$ cat src/logic/trig_ctrl_pkg.sv
// package: register map, field positions and constants for the trigger control block
package trig_ctrl_pkg;
    localparam logic [7:0] ctrl_off = 8'h00;
    localparam logic [7:0] cmd_off = 8'h04;
    localparam logic [7:0] status_off = 8'h08;
    localparam logic [7:0] length_off = 8'h0C;
    localparam logic [7:0] inhibit_off = 8'h10;
    localparam logic [7:0] delay_off = 8'h14;
    localparam logic [7:0] time_lo_off = 8'h18;
    localparam logic [7:0] time_hi_off = 8'h1C;
    localparam logic [7:0] now_lo_off = 8'h20;
    localparam logic [7:0] now_hi_off = 8'h24;
    localparam logic [7:0] latency_off = 8'h28;
    // ctrl fields
    localparam int mode_lsb = 0;
    localparam int src_lsb = 4;
    localparam int align_bit = 8;
    localparam int tod_bit = 9;
    localparam int unit_bit = 10;
    localparam int enable_bit = 11;
    // cmd fields (write one to act)
    localparam int arm_bit = 0;
    localparam int exec_bit = 1;
    localparam logic [31:0] ctrl_reset = 32'h0000_0100;
    localparam logic [31:0] latency_reset = 32'h0000_0010;
    localparam logic [1:0] resp_okay = 2'h0;
    localparam logic [1:0] resp_slverr = 2'h2;
    typedef enum logic [2:0] {
        mode_auto, mode_retrig, mode_armed_auto, mode_armed_retrig, mode_single
    } trig_mode_t;
    typedef enum logic [1:0] {src_internal, src_external, src_sync} trig_src_t;
endpackage : trig_ctrl_pkg

$ cat src/logic/baseband_trigger_control.sv
// baseband trigger control: modes, sources, inhibit/delay, alignment, time trigger
// How it works
// RULE1 - free-running mode runs, ignores triggers
// RULE2 - restart mode restarts waveform on trigger
// RULE3 - armed-continuous waits trigger, arm halts output
// RULE4 - armed-restart starts, restarts, arm halts
// RULE5 - one-shot runs programmed length, retriggers restart
// RULE6 - one-shot length unit is selectable
// RULE7 - length applies only in one-shot mode
// RULE8 - stopped status while waiting for trigger
// RULE9 - running status while output active
// RULE10 - time trigger when system time equals target
// RULE11 - past trigger time never fires
// RULE12 - software programs date and time fields
// RULE13 - arm halts output until next trigger
// RULE14 - internal source fires only on execute
// RULE15 - external source triggers on active edge
// RULE16 - sync input triggers on active edge
// RULE17 - aligned output suppresses latency samples
// RULE18 - unaligned output starts sample zero after latency
// RULE19 - software disables alignment for short waveforms
// RULE20 - external triggers ignored during inhibit
// RULE21 - external trigger delayed by programmed delay
// RULE22 - inhibit and delay count cycles, restart
//
// Local design decisions: the register offsets and the AXI4-Lite slave port.
`timescale 1ns/10ps
`default_nettype none
module baseband_trigger_control #(
    parameter int count_w = 32,
    parameter int frame_w = 16
) (
    input wire logic core_clk,
    input wire logic nrst,
    input wire logic ext_trig,
    input wire logic sync_in,
    input wire logic [63:0] sys_time,
    input wire logic [frame_w-1:0] frame_len,
    input wire logic [11:0] s_axi_awaddr,
    input wire logic s_axi_awvalid,
    output logic s_axi_awready,
    input wire logic [31:0] s_axi_wdata,
    input wire logic [3:0] s_axi_wstrb,
    input wire logic s_axi_wvalid,
    output logic s_axi_wready,
    output logic [1:0] s_axi_bresp,
    output logic s_axi_bvalid,
    input wire logic s_axi_bready,
    input wire logic [11:0] s_axi_araddr,
    input wire logic s_axi_arvalid,
    output logic s_axi_arready,
    output logic [31:0] s_axi_rdata,
    output logic [1:0] s_axi_rresp,
    output logic s_axi_rvalid,
    input wire logic s_axi_rready,
    output logic sample_valid,
    output logic [count_w-1:0] sample_index,
    output logic running
);
    logic [31:0] ctrl_reg, length_reg, inhibit_reg, delay_reg, latency_reg;
    logic [63:0] tod_reg;
    logic arm_pulse, exec_pulse;
    logic aw_full_reg, w_full_reg;
    logic [11:0] awaddr_reg;
    logic [31:0] wdata_reg;
    logic [3:0] wstrb_reg;
    logic wr_fire;

    trig_ctrl_pkg::trig_mode_t mode;
    trig_ctrl_pkg::trig_src_t src;
    assign mode = trig_ctrl_pkg::trig_mode_t'(ctrl_reg[trig_ctrl_pkg::mode_lsb +: 3]);
    assign src = trig_ctrl_pkg::trig_src_t'(ctrl_reg[trig_ctrl_pkg::src_lsb +: 2]);

    // ---- axi4-lite write: address and data taken in either order
    assign s_axi_awready = !aw_full_reg && !s_axi_bvalid;
    assign s_axi_wready = !w_full_reg && !s_axi_bvalid;
    assign wr_fire = aw_full_reg && w_full_reg && !s_axi_bvalid;

    always_ff @(posedge core_clk or negedge nrst) begin
        if (!nrst) begin
            aw_full_reg <= 1'b0;
            w_full_reg <= 1'b0;
            awaddr_reg <= 12'h000;
            wdata_reg <= 32'h0000_0000;
            wstrb_reg <= 4'h0;
        end else begin
            if (s_axi_awvalid && s_axi_awready) begin
                aw_full_reg <= 1'b1;
                awaddr_reg <= s_axi_awaddr;
            end else if (wr_fire) begin
                aw_full_reg <= 1'b0;
            end
            if (s_axi_wvalid && s_axi_wready) begin
                w_full_reg <= 1'b1;
                wdata_reg <= s_axi_wdata;
                wstrb_reg <= s_axi_wstrb;
            end else if (wr_fire) begin
                w_full_reg <= 1'b0;
            end
        end
    end

    function automatic logic [31:0] merge(input logic [31:0] old, input logic [31:0] d,
                                          input logic [3:0] be);
        logic [31:0] r;
        r = old;
        for (int i = 0; i < 4; i++) begin
            if (be[i]) begin
                r[i*8 +: 8] = d[i*8 +: 8];
            end
        end
        return r;
    endfunction : merge

    logic wr_known;
    always_comb begin
        case (awaddr_reg[7:0])
            trig_ctrl_pkg::ctrl_off, trig_ctrl_pkg::cmd_off, trig_ctrl_pkg::length_off,
            trig_ctrl_pkg::inhibit_off, trig_ctrl_pkg::delay_off,
            trig_ctrl_pkg::time_lo_off, trig_ctrl_pkg::time_hi_off,
            trig_ctrl_pkg::latency_off: wr_known = (awaddr_reg[11:8] == 4'h0);
            default: wr_known = 1'b0;
        endcase
    end

    always_ff @(posedge core_clk or negedge nrst) begin
        if (!nrst) begin
            ctrl_reg <= trig_ctrl_pkg::ctrl_reset;
            length_reg <= 32'h0000_0000;
            inhibit_reg <= 32'h0000_0000;
            delay_reg <= 32'h0000_0000;
            latency_reg <= trig_ctrl_pkg::latency_reset;
            tod_reg <= 64'h0000_0000_0000_0000;
            arm_pulse <= 1'b0;
            exec_pulse <= 1'b0;
            s_axi_bvalid <= 1'b0;
            s_axi_bresp <= trig_ctrl_pkg::resp_okay;
        end else begin
            arm_pulse <= 1'b0;
            exec_pulse <= 1'b0;
            if (s_axi_bvalid && s_axi_bready) begin
                s_axi_bvalid <= 1'b0;
            end
            if (wr_fire) begin
                s_axi_bvalid <= 1'b1;
                s_axi_bresp <= wr_known ? trig_ctrl_pkg::resp_okay : trig_ctrl_pkg::resp_slverr;
                if (wr_known) begin
                    case (awaddr_reg[7:0])
                        trig_ctrl_pkg::ctrl_off: ctrl_reg <= merge(ctrl_reg, wdata_reg, wstrb_reg);
                        trig_ctrl_pkg::cmd_off: begin
                            arm_pulse <= wstrb_reg[0] && wdata_reg[trig_ctrl_pkg::arm_bit];
                            exec_pulse <= wstrb_reg[0] && wdata_reg[trig_ctrl_pkg::exec_bit];
                        end
                        trig_ctrl_pkg::length_off:
                            length_reg <= merge(length_reg, wdata_reg, wstrb_reg);
                        trig_ctrl_pkg::inhibit_off:
                            inhibit_reg <= merge(inhibit_reg, wdata_reg, wstrb_reg);
                        trig_ctrl_pkg::delay_off:
                            delay_reg <= merge(delay_reg, wdata_reg, wstrb_reg);
                        // date and time packed by software into one 64-bit count  RULE12
                        trig_ctrl_pkg::time_lo_off:
                            tod_reg[31:0] <= merge(tod_reg[31:0], wdata_reg, wstrb_reg);
                        trig_ctrl_pkg::time_hi_off:
                            tod_reg[63:32] <= merge(tod_reg[63:32], wdata_reg, wstrb_reg);
                        trig_ctrl_pkg::latency_off:
                            latency_reg <= merge(latency_reg, wdata_reg, wstrb_reg);
                        default: ;
                    endcase
                end
            end
        end
    end

    // ---- axi4-lite read
    assign s_axi_arready = !s_axi_rvalid;
    always_ff @(posedge core_clk or negedge nrst) begin
        if (!nrst) begin
            s_axi_rvalid <= 1'b0;
            s_axi_rdata <= 32'h0000_0000;
            s_axi_rresp <= trig_ctrl_pkg::resp_okay;
        end else if (s_axi_arvalid && s_axi_arready) begin
            s_axi_rvalid <= 1'b1;
            s_axi_rresp <= trig_ctrl_pkg::resp_okay;
            s_axi_rdata <= 32'h0000_0000;
            if (s_axi_araddr[11:8] != 4'h0) begin
                s_axi_rresp <= trig_ctrl_pkg::resp_slverr;
            end else begin
                case (s_axi_araddr[7:0])
                    trig_ctrl_pkg::ctrl_off: s_axi_rdata <= ctrl_reg;
                    trig_ctrl_pkg::cmd_off: s_axi_rdata <= 32'h0000_0000;
                    trig_ctrl_pkg::status_off: s_axi_rdata <= {31'h0000_0000, running}; // RULE8 RULE9
                    trig_ctrl_pkg::length_off: s_axi_rdata <= length_reg;
                    trig_ctrl_pkg::inhibit_off: s_axi_rdata <= inhibit_reg;
                    trig_ctrl_pkg::delay_off: s_axi_rdata <= delay_reg;
                    trig_ctrl_pkg::time_lo_off: s_axi_rdata <= tod_reg[31:0];
                    trig_ctrl_pkg::time_hi_off: s_axi_rdata <= tod_reg[63:32];
                    trig_ctrl_pkg::now_lo_off: s_axi_rdata <= sys_time[31:0];
                    trig_ctrl_pkg::now_hi_off: s_axi_rdata <= sys_time[63:32];
                    trig_ctrl_pkg::latency_off: s_axi_rdata <= latency_reg;
                    default: s_axi_rresp <= trig_ctrl_pkg::resp_slverr;
                endcase
            end
        end else if (s_axi_rready) begin
            s_axi_rvalid <= 1'b0;
        end
    end

    // ---- trigger sources
    logic ext_d_reg, sync_d_reg;
    always_ff @(posedge core_clk or negedge nrst) begin
        if (!nrst) begin
            ext_d_reg <= 1'b0;
            sync_d_reg <= 1'b0;
        end else begin
            ext_d_reg <= ext_trig;
            sync_d_reg <= sync_in;
        end
    end
    logic ext_edge, sync_edge;
    assign ext_edge = (src == trig_ctrl_pkg::src_external) && ext_trig && !ext_d_reg; // RULE15
    assign sync_edge = (src == trig_ctrl_pkg::src_sync) && sync_in && !sync_d_reg; // RULE16

    // inhibit window and delay line, both cycle counts restarted per accepted edge
    logic [31:0] inhibit_cnt_reg, delay_cnt_reg;
    logic delay_busy_reg, ext_accept, ext_fire;
    assign ext_accept = ext_edge && (inhibit_cnt_reg == 32'h0000_0000); // RULE20
    always_ff @(posedge core_clk or negedge nrst) begin
        if (!nrst) begin
            inhibit_cnt_reg <= 32'h0000_0000;
        end else if (ext_accept) begin
            inhibit_cnt_reg <= inhibit_reg; // RULE22
        end else if (inhibit_cnt_reg != 32'h0000_0000) begin
            inhibit_cnt_reg <= inhibit_cnt_reg - 32'h0000_0001;
        end
    end
    always_ff @(posedge core_clk or negedge nrst) begin
        if (!nrst) begin
            delay_cnt_reg <= 32'h0000_0000;
            delay_busy_reg <= 1'b0;
        end else if (ext_accept) begin
            delay_cnt_reg <= delay_reg; // RULE21 RULE22
            delay_busy_reg <= (delay_reg != 32'h0000_0000);
        end else if (delay_busy_reg) begin
            delay_cnt_reg <= delay_cnt_reg - 32'h0000_0001;
            if (delay_cnt_reg == 32'h0000_0001) begin
                delay_busy_reg <= 1'b0;
            end
        end
    end
    assign ext_fire = (ext_accept && delay_reg == 32'h0000_0000) ||
                      (delay_busy_reg && delay_cnt_reg == 32'h0000_0001);

    // time-of-day gate: armed only if target lies ahead when enabled
    logic tod_armed_reg, tod_on, tod_hit;
    assign tod_on = ctrl_reg[trig_ctrl_pkg::tod_bit] &&
                    (mode == trig_ctrl_pkg::mode_armed_auto || mode == trig_ctrl_pkg::mode_single);
    assign tod_hit = tod_on && tod_armed_reg && (sys_time == tod_reg); // RULE10
    always_ff @(posedge core_clk or negedge nrst) begin
        if (!nrst) begin
            tod_armed_reg <= 1'b0;
        end else if (!tod_on) begin
            tod_armed_reg <= 1'b0;
        end else if (tod_hit) begin
            tod_armed_reg <= 1'b0;
        end else if (!tod_armed_reg && tod_reg > sys_time) begin
            tod_armed_reg <= 1'b1; // RULE11
        end
    end

    logic trig_event;
    always_comb begin
        case (src)
            trig_ctrl_pkg::src_internal: trig_event = exec_pulse; // RULE14
            trig_ctrl_pkg::src_external: trig_event = ext_fire;
            trig_ctrl_pkg::src_sync: trig_event = sync_edge;
            default: trig_event = 1'b0;
        endcase
        // with time trigger on, the target-time hit replaces the source event as the trigger
        if (tod_on) begin
            trig_event = tod_hit;
        end
    end

    // ---- sequencer
    typedef enum logic [1:0] {st_idle, st_latency, st_run} seq_state_t;
    seq_state_t state_reg;
    logic [31:0] lat_cnt_reg;
    logic [count_w-1:0] remain_reg;
    logic [count_w-1:0] shot_len;
    logic enabled, restart, halt;
    assign enabled = ctrl_reg[trig_ctrl_pkg::enable_bit];
    // unit: 0 samples, 1 whole frames  RULE6
    assign shot_len = ctrl_reg[trig_ctrl_pkg::unit_bit]
        ? count_w'(length_reg * 32'(frame_len)) : count_w'(length_reg);
    assign halt = arm_pulse && (mode == trig_ctrl_pkg::mode_armed_auto ||
                                mode == trig_ctrl_pkg::mode_armed_retrig); // RULE13
    always_comb begin
        case (mode)
            trig_ctrl_pkg::mode_auto: restart = 1'b0; // RULE1
            trig_ctrl_pkg::mode_retrig: restart = trig_event; // RULE2
            trig_ctrl_pkg::mode_armed_auto: restart = trig_event && state_reg == st_idle; // RULE3
            trig_ctrl_pkg::mode_armed_retrig: restart = trig_event; // RULE4
            trig_ctrl_pkg::mode_single: restart = trig_event; // RULE5
            default: restart = 1'b0;
        endcase
    end

    logic align;
    assign align = ctrl_reg[trig_ctrl_pkg::align_bit];
    logic is_single;
    assign is_single = (mode == trig_ctrl_pkg::mode_single);

    always_ff @(posedge core_clk or negedge nrst) begin
        if (!nrst) begin
            state_reg <= st_idle;
            lat_cnt_reg <= 32'h0000_0000;
            sample_index <= '0;
            remain_reg <= '0;
        end else if (!enabled || halt) begin
            state_reg <= st_idle;
            sample_index <= '0;
        end else if (restart || (state_reg == st_idle && (mode == trig_ctrl_pkg::mode_auto ||
                                 mode == trig_ctrl_pkg::mode_retrig))) begin
            // computation starts now; latency hides or delays the first samples
            state_reg <= (latency_reg == 32'h0000_0000) ? st_run : st_latency;
            lat_cnt_reg <= latency_reg;
            sample_index <= '0;
            remain_reg <= shot_len; // RULE7
        end else begin
            case (state_reg)
                st_latency: begin
                    lat_cnt_reg <= lat_cnt_reg - 32'h0000_0001;
                    if (align) begin
                        sample_index <= sample_index + 1'b1; // RULE17
                        if (is_single) begin
                            remain_reg <= remain_reg - 1'b1;
                        end
                    end
                    if (lat_cnt_reg == 32'h0000_0001) begin
                        state_reg <= (align && is_single && remain_reg <= 1) ? st_idle : st_run;
                    end
                end
                st_run: begin
                    sample_index <= sample_index + 1'b1;
                    if (is_single) begin
                        remain_reg <= remain_reg - 1'b1;
                        if (remain_reg <= 1) begin
                            state_reg <= st_idle;
                        end
                    end
                end
                default: ;
            endcase
        end
    end
    // unaligned: index 0 is emitted first, only after the latency  RULE18
    assign sample_valid = (state_reg == st_run);
    assign running = (state_reg != st_idle); // RULE9

    a_internal_exec: assert property (@(posedge core_clk) disable iff (!nrst) // RULE14
        (src == trig_ctrl_pkg::src_internal && !tod_on && !exec_pulse) |-> !trig_event)
        else $error("internal trigger without execute");
    a_inhibit_blocks: assert property (@(posedge core_clk) disable iff (!nrst) // RULE20
        (inhibit_cnt_reg != 32'h0000_0000)
        |=> inhibit_cnt_reg == $past(inhibit_cnt_reg) - 32'h0000_0001)
        else $error("inhibit window reloaded by an edge");
    a_auto_ignores: assert property (@(posedge core_clk) disable iff (!nrst) // RULE1
        (mode == trig_ctrl_pkg::mode_auto && enabled && state_reg == st_run && !halt)
        |=> state_reg == st_run)
        else $error("free-running output interrupted");
    a_arm_halts: assert property (@(posedge core_clk) disable iff (!nrst) // RULE13
        halt |=> !running)
        else $error("arm did not halt output");
    a_past_time: assert property (@(posedge core_clk) disable iff (!nrst) // RULE11
        (tod_on && !tod_armed_reg && tod_reg < sys_time) |=> !tod_armed_reg)
        else $error("past time trigger armed");
    a_unaligned_zero: assert property (@(posedge core_clk) disable iff (!nrst) // RULE18
        ($rose(sample_valid) && !align) |-> sample_index == '0)
        else $error("unaligned output not from sample zero");
    a_status_stopped: assert property (@(posedge core_clk) disable iff (!nrst) // RULE8
        (enabled && state_reg == st_idle && !restart && !halt &&
         (mode == trig_ctrl_pkg::mode_armed_auto || mode == trig_ctrl_pkg::mode_armed_retrig ||
          mode == trig_ctrl_pkg::mode_single)) |=> !running)
        else $error("stopped status wrong");
    a_ext_edge: assert property (@(posedge core_clk) disable iff (!nrst) // RULE15
        ext_edge |-> !$past(ext_trig) && ext_trig)
        else $error("external edge without rise");
    c_restart: cover property (@(posedge core_clk) disable iff (!nrst)
        mode == trig_ctrl_pkg::mode_retrig && restart && running);
    c_single_done: cover property (@(posedge core_clk) disable iff (!nrst)
        is_single && $fell(running));
    c_tod: cover property (@(posedge core_clk) disable iff (!nrst) tod_hit);
endmodule : baseband_trigger_control
`default_nettype wire

$ cat config.mk
export PLATFORM = sky130hd
export DESIGN_NAME = baseband_trigger_control
export DESIGN_NICKNAME = d
export VERILOG_FILES = /design/src/logic/trig_ctrl_pkg.sv /design/src/logic/baseband_trigger_control.sv
export SDC_FILE = /design/constraint.sdc
export NUM_CORES = 2
export LEC_CHECK = 0
export ABC_AREA = 1
export BUFFER_PORTS_ARGS = -buffer_cell sky130_fd_sc_hd__buf_4
export CELL_PAD_IN_SITES_DETAIL_PLACEMENT = 0
export CELL_PAD_IN_SITES_GLOBAL_PLACEMENT = 1
export CORE_UTILIZATION = 47
export DETAILED_ROUTE_END_ITERATION = 7
export GPL_TIMING_DRIVEN = 0
export PLACE_DENSITY_LB_ADDON = 0.1
export SLEW_MARGIN = 5
export SYNTH_ARGS = -nofsm -noshare
export SYNTH_HDL_FRONTEND = slang
export SYNTH_SLANG_ARGS = --single-unit
$ cat constraint.sdc
create_clock -name core_clk -period 7.85 [get_ports core_clk]
set_clock_uncertainty 0.1 [all_clocks]
set_input_delay 1.9625 -clock core_clk [delete_from_list [all_inputs] [get_ports core_clk]]
set_output_delay 1.9625 -clock core_clk [all_outputs]
set_load 0.005 [all_outputs]
==> reports/results.tsv <==
stage	metric	value	unit
run_status	outcome	finished, final reports clean	
synthesis	ys_warn_count	0	
routing	vias	36138	
global_routing	grt_max_degree	113	
cells_and_area	drive_gt1_share	9.10	%
worst_setup_path	r2r-end	remain_reg[31]	
timing	worst_pin_slew	1.28	ns
worst_setup_path	cp.required	8.27	ns
routing	ant_nets	0	
clock_network	clock_path_buffers	3	
clock_network	cts_setup_buffers	0	
floorplan	core_area	82400	um^2
worst_setup_path	ff2ff_setup_slack	0.36	ns
synthesis	yosysSeqAreaShare	30.5	%
floorplan	fp.dieW	291	um
floorplan	initial_utilization	47.7	%
floorplan	fp-row-count	105	
worst_setup_path	reg2reg_from	length_reg[12]	
floorplan	die_area	84700	um^2
worst_setup_path	critPathCaptureType	flip-flop	
timing	setup_viol	0	
synthesis	yosysUniqueCellTypes	59	
cells_and_area	largest_reg_flops	64	
clock_network	clkSlewWorstSetupHoldPaths	0.06	ns
min_path	hp-class	reg -> reg	
floorplan	die_h	291	um
timing	period_minus_slack	7.63	ns
clock_network	hold_buffers	0	
global_routing	grt_pass1_vias	35442	
global_routing	grt_pass1_wl	222	mm
min_path	hold_depth	2	
power_and_ir_drop	vdd_drop_max	0.000195	V
floorplan	pin_count	224	
routing	wl_per_cell	22.4	um
routing	drt_wl_total	147	mm
cells_and_area	layout_common_cells	nand2_1 (1399), inv_1 (905), dfrtp_1 (476)	
timing	maxSlewViolCount	0	
cells_and_area	utilization	53.9	%
worst_setup_path	critPathMaxStageDelay	0.58	ns
synthesis	postSynthCellCount	5182	
timing	finalHoldViolCount	0	
global_routing	antenna_found_initial	2	
min_path	min_from	s_axi_rdata[17]	
routing	drt_iter0_drc	3245	
timing	rsz0062_at_grt	false	
synthesis	syn_area_per_cell	7.58	um^2
timing	min_period_over_period	97.2	%
global_routing	grt.total_usage	35.0	%
synthesis	synth_edf_count	0	
clock_network	cts_max_level	2	
placement	dp_hpwl	116	mm
clock_network	cts_num_sinks	478	
clock_network	clkLatencyLatePin	0.69	ns
routing	detail_route.vias_per_cell	5.50	
timing	whs	0.382	ns
routing	drcViolationCount	0	
global_routing	grt_overflow	0	
cells_and_area	mostFrequentLayoutCell	nand2_1	
min_path	min_to	s_axi_rdata[17]	
synthesis	synth_area	39300	um^2
cells_and_area	syn2layout_area_growth	13.1	%
worst_setup_path	worstPathArrival	8.05	ns
timing	fmax	131	MHz
synthesis	synthFlopType	dfrtp_1	
placement	io_buffers	216	
placement	gp_congestion	0.985	
worst_setup_path	reg2reg_depth	27	
worst_setup_path	critPathMaxFanout	10	
clock_network	root_buffer	clkbuf_16	
worst_setup_path	crit_type	in -> reg	
worst_setup_path	critPathSlowestCell	fa_1	
power_and_ir_drop	p_leak	22.5	nW
clock_network	cts_tree	yes	
cells_and_area	fin_nets	6043	
routing	first_pass_iters	6	
synthesis	ys_ff_latch	478	
timing	timing.final.ws_setup	0.220	ns
placement	dp_slack	-1.12	ns
clock_network	cts_buffers	56	
power_and_ir_drop	powerDensity	147	nW/um^2
job	cap_viol_max_count	0	
synthesis	async_flop_share	100	%
worst_setup_path	critPathLaunchType	input pin	
timing	max_slew_margin	14.5	%
-- cells in the mapped netlist (7+ instances only) --
master | number | area share (%)
o21bai_1 | 7 | 0.13
buf_4 | 10 | 0.19
nor4_1 | 25 | 0.40
or2_2 | 18 | 0.29
clkbuf_1 | 158 | 1.5
nand4_1 | 47 | 0.75
a311oi_1 | 25 | 0.56
nand3_4 | 15 | 0.67
fa_1 | 304 | 15
nor3_1 | 89 | 1.1
o221ai_1 | 17 | 0.38
xor2_1 | 97 | 2.2
mux2_2 | 8 | 0.23
a221oi_1 | 27 | 0.60
nand3_1 | 251 | 3.2
o21ai_0 | 324 | 4.1
o21ai_1 | 88 | 1.1
o21a_1 | 7 | 0.13
inv_1 | 905 | 8.6
o21ai_2 | 23 | 0.51
buf_6 | 9 | 0.26
nand2_1 | 1399 | 13
o211ai_1 | 44 | 0.84
o22ai_1 | 22 | 0.35
xnor2_1 | 39 | 0.87
ha_1 | 137 | 4.4
dfrtp_1 | 476 | 30
a31oi_1 | 13 | 0.21
buf_2 | 37 | 0.47
buf_1 | 15 | 0.14
a21oi_1 | 146 | 1.9
nor2_1 | 331 | 3.2
-- power by group --
part / leakage (nW) / internal (mW) / switching [mW]
Clock: 0.978 / 1.67 / 1.17
Sequential: 6.21 / 2.60 / 0.0588
Combinational: 15.3 / 0.209 / 0.822
-- per-stage QoR --
step,instance area (um^2),setup TNS [ns],power (mW),cells
detailed placement,42400,-19.16,3.72,6475
global route,44400,0,6.72,6567
finish,44400,0,6.53,6568
CTS,44400,0,6.54,6574
global placement,42200,-331.00,3.69,6469
floorplan,39300,0,3.14,5183
-- area by class of cell --
cell class / instances / area [um^2]
fillers: 8183 / 37900
multi-input cells: 3561 / 22900
flip-flops and latches: 478 / 12000
inverters: 913 / 3430
repair buffers: 222 / 1780
clock buffers: 77 / 1610
well taps: 1070 / 1340
plain buffers: 221 / 1060
clock inverters: 25 / 392
diodes: 1 / 2.50
-- routing by layer --
| metal | vias up | track usage, % | wire length [um] |
|---|---|---|---|
| li1 | 16820 | - | - |
| met1 | 17729 | 46.7 | 61800 |
| met2 | 1304 | 57.1 | 69100 |
| met3 | 285 | 4.53 | 9090 |
| met4 | 0 | 15.6 | 7180 |
| met5 | - | 0 | 0 |
-- timing repair --
| action | CTS | global route |
|---|---|---|
| resized for setup | 4 | 56 |
| cloned | 0 | 0 |
| setup endpoints to repair | 20 | 18 |
-- cells by family (layout without fill, tap and decap cells) --
logic type      after synthesis  count (layout)  share of synthesized area [%]
xor+xnor                    136             136                           3.03
buf+inv                    1144            1458                           11.4
compound gates              764             764                           11.3
simple gates               2210            2210                           23.7
mux                           8               8                          0.229
flops                       478             478                           30.5
fa+ha+maj                   441             441                           19.9
other cells                   1               3                        0.00955
-- worst max-delay path, delay by kind of cell --
kind                     cells  cell delay, ns
AND/OR/NAND/NOR             10            1.15
AO/OA/AOI/OAI                2            0.48
buffers and inverters        7            0.89
adder cells (fa/ha/maj)      7            3.58
-- worst max-delay path by stage --
stage / start / slack, ns / to / depth (start not counted)
6_report: frame_len[1] / 0.22 / remain_reg[31] / 26
4_1_cts: frame_len[1] / 0.06 / remain_reg[18] / 26
3_5_place_dp: frame_len[7] / -1.12 / remain_reg[31] / 28
3_3_place_gp: frame_len[7] / -1.09 / remain_reg[31] / 28
2_1_floorplan: frame_len[2] / 0.33 / remain_reg[18] / 26
5_1_grt: frame_len[1] / 0.008 / remain_reg[31] / 26
Note: power is estimated with default switching activity, not from simulation.
